## src/pkg/status_moves_map.svh

```systemverilog
// Constants for the status readout move decoder
`ifndef STATUS_MOVES_MAP_SVH
`define STATUS_MOVES_MAP_SVH
`define OPC_HOLD_UPPER 9'h093
`define OPC_HOLD_LOWER 9'h092
`define OPC_PAGE_READ 10'h17F
`define OPC_PORT_CHANGE 9'h09E
`define OPC_SERIAL_STAT 9'h0BE
`define OPC_PAGE_WRITE 8'h5D
`define ACC_RESET 4'h0
`define PAGE_RESET 4'h0
`define CAUSE_RESET 8'h00
`define CHANGE_RESET 4'h0
`define PAGE_BANK_LSB 0
`define PAGE_BANK_W 3
`endif

```

## src/pkg/status_moves_pkg.sv

```systemverilog
// Types for the status readout move decoder
`default_nettype none
package status_moves_pkg;
	typedef logic [3:0] nibble_type;
	typedef logic [6:0] addr_type;
	typedef enum logic [2:0] {
		SRC_NONE,
		SRC_HOLD_UPPER,
		SRC_HOLD_LOWER,
		SRC_PAGE,
		SRC_PORT_CHANGE,
		SRC_SERIAL
	} source_type;
endpackage
`default_nettype wire

```

## src/rtl/status_moves.sv

```systemverilog
// Decoder and executor for status-to-accumulator-and-memory copies
`default_nettype none
`include "status_moves_map.svh"
////////////////////////////////////////////////////////////////////////
module status_moves (
	// Clock and reset
	input wire logic i_clk,
	input wire logic i_rstn,
	// Instruction in execute, one per cycle
	input wire logic i_valid,
	input wire logic [15:0] i_opcode,
	// Data memory read value for page write
	input wire logic [3:0] i_mem_rdata,
	// Hold-release causes
	input wire logic i_release_by_divider,
	input wire logic i_release_by_timer_a,
	input wire logic i_release_by_port_change,
	input wire logic i_release_by_ext_pin,
	input wire logic i_release_by_timer_b,
	input wire logic i_release_by_serial_rx,
	input wire logic i_release_by_serial_tx,
	input wire logic i_cause_clear,
	// Change port pins and serial status
	input wire logic [3:0] i_change_port,
	input wire logic [3:0] i_serial_status_flags,
	// Results
	output status_moves_pkg::nibble_type o_acc,
	output logic o_zero_flag,
	output logic o_mem_we,
	output status_moves_pkg::addr_type o_mem_addr,
	output status_moves_pkg::nibble_type o_mem_wdata,
	output status_moves_pkg::addr_type o_mem_raddr,
	output logic [2:0] o_page_bank,
	output logic [7:0] o_hold_release_cause
);
	import status_moves_pkg::*;

	////////////////////////////////////////////////////////////////////
	typedef struct packed {
		nibble_type acc;
		logic zero;
		logic we;
		addr_type addr;
		nibble_type wdata;
		nibble_type page_register;
		logic [7:0] hold_release_cause;
	} state_type;

	state_type st_q;
	state_type st_d;
	source_type src;
	nibble_type value;
	nibble_type port_change_flags;
	logic page_write;
	logic [7:0] cause_set;

	////////////////////////////////////////////////////////////////////
	change_detect u_change (
		.i_clk(i_clk),
		.i_rstn(i_rstn),
		.i_pins(i_change_port),
		.i_clear(i_valid && src == SRC_PORT_CHANGE),
		.o_flags(port_change_flags)
	);

	////////////////////////////////////////////////////////////////////
	// Opcode sits in the top bits; address is always bits 6..0
	always_comb begin
		src = SRC_NONE;
		if (i_opcode[15:6] == `OPC_PAGE_READ) begin
			src = SRC_PAGE;
		end else if (i_opcode[15:7] == `OPC_HOLD_UPPER) begin
			src = SRC_HOLD_UPPER;
		end else if (i_opcode[15:7] == `OPC_HOLD_LOWER) begin
			src = SRC_HOLD_LOWER;
		end else if (i_opcode[15:7] == `OPC_PORT_CHANGE) begin
			src = SRC_PORT_CHANGE;
		end else if (i_opcode[15:7] == `OPC_SERIAL_STAT) begin
			src = SRC_SERIAL;
		end
	end

	assign page_write = i_valid && i_opcode[15:8] == `OPC_PAGE_WRITE;

	always_comb begin
		case (src)
			SRC_HOLD_UPPER: value = st_q.hold_release_cause[7:4];
			SRC_HOLD_LOWER: value = {1'b0, st_q.hold_release_cause[2:0]};
			SRC_PAGE: value = st_q.page_register;
			SRC_PORT_CHANGE: value = port_change_flags;
			SRC_SERIAL: value = i_serial_status_flags;
			default: value = 4'h0;
		endcase
	end

	// Cause bit order: 0 divider, 1 timer A, 2 port, 4 pin, 5..7
	assign cause_set = {i_release_by_serial_tx,
		i_release_by_serial_rx,
		i_release_by_timer_b,
		i_release_by_ext_pin,
		1'b0,
		i_release_by_port_change,
		i_release_by_timer_a,
		i_release_by_divider};

	////////////////////////////////////////////////////////////////////
	always_comb begin
		st_d = st_q;
		st_d.we = 1'b0;
		// A new release event wins over a clear in the same cycle
		if (i_cause_clear) begin
			st_d.hold_release_cause = `CAUSE_RESET;
		end
		st_d.hold_release_cause = st_d.hold_release_cause | cause_set;
		if (i_valid && src != SRC_NONE) begin
			st_d.acc = value;
			st_d.zero = (value == 4'h0);
			st_d.we = 1'b1;
			st_d.addr = i_opcode[6:0];
			st_d.wdata = value;
		end
		if (page_write) begin
			st_d.page_register = i_mem_rdata;
		end
	end

	always_ff @(posedge i_clk) begin
		if (!i_rstn) begin
			st_q <= '0;
		end else begin
			st_q <= st_d;
		end
	end

	////////////////////////////////////////////////////////////////////
	assign o_acc = st_q.acc;
	assign o_zero_flag = st_q.zero;
	assign o_mem_we = st_q.we;
	assign o_mem_addr = st_q.addr;
	assign o_mem_wdata = st_q.wdata;
	// Read address is combinational so memory answers in the same cycle
	assign o_mem_raddr = i_opcode[6:0];
	assign o_page_bank = st_q.page_register[2:0];
	assign o_hold_release_cause = st_q.hold_release_cause;
endmodule // status_moves
`default_nettype wire

```

## src/rtl/change_detect.sv

```systemverilog
// Synchroniser and sticky change flags for the change port
`default_nettype none
`include "status_moves_map.svh"
module change_detect (
	// Clock and reset
	input wire logic i_clk,
	input wire logic i_rstn,
	// Pins and clear
	input wire logic [3:0] i_pins,
	input wire logic i_clear,
	// Flags
	output logic [3:0] o_flags
);
	import status_moves_pkg::*;

	typedef struct packed {
		logic [3:0] s1;
		logic [3:0] s2;
		logic [3:0] s3;
		logic [3:0] flags;
	} state_type;

	state_type st_q;
	state_type st_d;

	always_comb begin
		st_d = st_q;
		st_d.s1 = i_pins;
		st_d.s2 = st_q.s1;
		st_d.s3 = st_q.s2;
		// Set beats clear so a change in the read cycle is kept
		if (i_clear) begin
			st_d.flags = `CHANGE_RESET;
		end
		st_d.flags = st_d.flags | (st_q.s2 ^ st_q.s3);
	end

	always_ff @(posedge i_clk) begin
		if (!i_rstn) begin
			// Pipe keeps sampling in reset so idle-high pins make no false edge
			st_q <= st_d;
			st_q.flags <= `CHANGE_RESET;
		end else begin
			st_q <= st_d;
		end
	end

	// Flags start at zero after reset; s2 and s3 keep sampling the pins in reset and are not zeroed
	assign o_flags = st_q.flags;
endmodule // change_detect
`default_nettype wire

```

## config.mk

```make
export PLATFORM = sky130hd
export DESIGN_NAME = status_moves
export DESIGN_NICKNAME = d
export VERILOG_FILES = /design/src/pkg/status_moves_pkg.sv /design/src/rtl/status_moves.sv /design/src/rtl/change_detect.sv
export VERILOG_INCLUDE_DIRS = /design/src /design/src/pkg
export SDC_FILE = /design/constraint.sdc
export NUM_CORES = 1
export LEC_CHECK = 0
export BUFFER_PORTS_ARGS = -buffer_cell sky130_fd_sc_hd__clkbuf_2
export CORE_ASPECT_RATIO = 1.2
export CORE_UTILIZATION = 48
export CTS_CLUSTER_DIAMETER = 60
export CTS_CLUSTER_SIZE = 24
export DETAILED_ROUTE_END_ITERATION = 6
export PLACE_DENSITY = 0.79
export SLEW_MARGIN = 15
export SYNTH_ARGS = -nofsm -noshare
export SYNTH_HDL_FRONTEND = slang
export SYNTH_SLANG_ARGS = --single-unit
```

## constraint.sdc

```tcl
create_clock -name i_clk -period 1.75 [get_ports i_clk]
set_input_delay 0.0875 -clock i_clk [delete_from_list [all_inputs] [get_ports i_clk]]
set_output_delay 0.0875 -clock i_clk [all_outputs]
set_load 0.02 [all_outputs]
```

==> flow_metrics.tcl <==
set metrics [dict create \
    max_freq_ghz 0.7789 \
    post-cts-setup-buffers 0 \
    place_congestion 0.8806 \
    cts_buffer_depth 2 \
    pre_cts_ws_ps 162.9 \
    setup_viol 0 \
    post_cts_resized 0 \
    clock_latency_ps 290 \
    ys_seq_elements 40 \
    p_leak_nw 0.9826 \
    final_common_cell "clkbuf_2" \
    holdPathStages 2 \
    critPathCaptureType "flip-flop" \
    rows 24 \
    yosysWarnings 0 \
    start_util_pct 50.59 \
    arrival_ps 1470 \
    grt_setup_unrepaired "false" \
    crit_fanout 17 \
    dr.pass1.iters 4 \
    first_global_vias 1198 \
    vdd_drop_max_mv 0.5943 \
    utilization_pct 57.75 \
    p_sw_uw 418.5 \
    ios 74 \
    mostFrequentLayoutCells "72 x clkbuf_2, 40 x dfxtp_1, 23 x nor2b_1" \
    grt_overflow 0 \
    grt_usage_pct 17.12 \
    ant_nets 0 \
    root_buffer "clkbuf_8" \
    holdPathEnd "o_hold_release_cause[6]" \
    slew_violations 0 \
    wl_um 3332 \
    finalSetupTns_ps 0 \
    area_growth_pct 14.16 \
    die_area_sq_mm 0.004082 \
    synth_top_flop_cell "dfxtp_1" \
    drive_gt1_share_pct 39.47 \
    power.total_mw 1.769 \
    r2r_cells 5 \
    worst_pin_slew_ps 517.7 \
    syn_inst 182 \
    internal-power_mw 1.350 \
    critPathLaunchType "input pin" \
    viasPerCell 4.739 \
    clock_skew_ps 2.380 \
    synthArstFlopShare_pct 0 \
    cts_hold_buf 5 \
    die_w_um 58.49 \
    cts_tree "done" \
    drc 0 \
    cp.required_ps 1930 \
    clk_pin_slew_ps 70 \
    crit_type "input pin to flip-flop" \
    grt_pass1_wl_um 5195 \
    layout.cells.non_filler 280 \
    outcome "finished clean" \
    fin_crit_ps 1284 \
    tritoncts.num_buffers 5 \
    final_area_sq_mm 0.002098 \
    min_from "i_release_by_serial_rx" \
    holdWs_ps 3.475 \
    r2r_start "o_page_bank[1]" \
    synth_edf_count 0 \
    power_density_mw_per_mm2 843.1 \
    finalCritPeriodShare_pct 73.37 \
    final_nets 266 \
    cts_sinks 40 \
    combPwrFrac_pct 10.7 \
    finalHoldViolations 0 \
    relSlewSlack_pct 65.17 \
    port_buffers 72 \
    cap_violations 0 \
    min_path_type "input pin to flip-flop" \
    syn_nets 221 \
    antenna_found_initial 0 \
    synth_area_sq_mm 0.001838 \
    post_dp_cell_area_sq_mm 0.001956 \
    seqPwrFrac_pct 54.5 \
    drt_iter0_markers 40 \
    numPlacedInstances 267 \
    ys_seq_area_share_pct 43.57 \
    setup_slack_ps 466.1 \
    hpwl_um 2444 \
    r2r-end "o_mem_wdata[1]" \
    avgSynthCellArea_sq_um 10.10 \
    r2r_slack_ps 540 \
    htreeDepth 2 \
    num_vias 1327 \
    grt_max_degree 30 \
    swShare_pct 23.66 \
    clkPwrFrac_pct 34.8 \
    die_h_um 69.79 \
    core-area_sq_mm 0.003633 \
    wl_per_cell_um 11.90 \
    antennaDiodeCount 0 \
    yosysUniqueCellTypes 32 \
]
==> kinds of logic (layout without fill, tap and decap cells) <==
family	Yosys count	count (layout)	synth area share, %
and+or+nand+nor	52	52	17.02
xor gates and xnor gates	4	4	1.906
muxes	16	16	8.713
DFF	40	40	43.57
buffers and inverters	44	90	18.18
other	1	1	0.2040
AOI/OAI and AO/OA	25	25	10.42
==> worst max path at each step <==
| stage | from | to | slack (ps) |
|---|---|---|---|
| after floorplan | i_opcode[12] | o_mem_wdata[3] | 260 |
| after detailed placement | i_opcode[10] | o_mem_addr[5] | 160 |
| final | i_opcode[10] | o_mem_addr[5] | 470 |
| after global routing | i_opcode[10] | o_mem_addr[5] | 400 |
| after CTS | i_opcode[10] | o_mem_addr[5] | 480 |
| after global placement | i_opcode[10] | o_mem_addr[6] | 210 |
==> metal layers <==
metal	share of wire [%]	global-route usage, %	vias to the layer above
met5	0	0	-
met4	1.5	7.407	0
met3	5.0	5.597	5
met2	51	29.12	42
met1	43	19.08	608
li1	-	-	672
==> area by class of cell <==
class,instances,area [sq um]
Inverter,3,11.26
Multi-Input combinational cell,98,703.2
Fill cell,336,1535
Clock buffer,6,82.58
Sequential cell,40,800.8
Timing Repair Buffer,79,425.4
Tap cell,52,65.06
Clock inverter,2,10.01
==> power groups by stage <==
| stage | Combinational, mW | Sequential, mW | Clock, mW |
|---|---|---|---|
| after floorplan | 0.133 | 0.980 | 0 |
| after global placement | 0.178 | 0.984 | 0 |
| after detailed placement | 0.181 | 0.985 | 0 |
| after CTS | 0.190 | 0.964 | 0.635 |
| after global routing | 0.206 | 0.967 | 0.670 |
| final | 0.189 | 0.964 | 0.616 |
==> registers in the layout (all words and copies together), names as in the netlist <==
register	cells
o_zero_flag	1
u_change.st_q	4
u_change.st_d	8
o_page_bank	3
o_mem_we	1
o_mem_wdata	4
o_hold_release_cause	7
o_mem_addr	7
u_change.o_flags	4
st_q	1
==> Yosys cell counts (4+ instances only) <==
| library cell | count | share of area [%] |
|---|---|---|
| o21a_1 | 7 | 2.9 |
| buf_4 | 34 | 14 |
| nor2b_1 | 23 | 7.8 |
| xor2_1 | 4 | 1.9 |
| nand3_1 | 5 | 1.4 |
| dfxtp_1 | 40 | 44 |
| a21oi_1 | 5 | 1.4 |
| mux2i_1 | 16 | 8.7 |
| nand2_1 | 5 | 1.0 |
| nor3_1 | 6 | 1.6 |
==> worst max-delay path, stage by stage <==
cell      delay, ps
clkbuf_2        100
or4b_4          570
o21ai_2          90
and2_4          320
mux2i_1         220
nor2b_1          60
No activity file was read; power rests on OpenSTA's default activity.
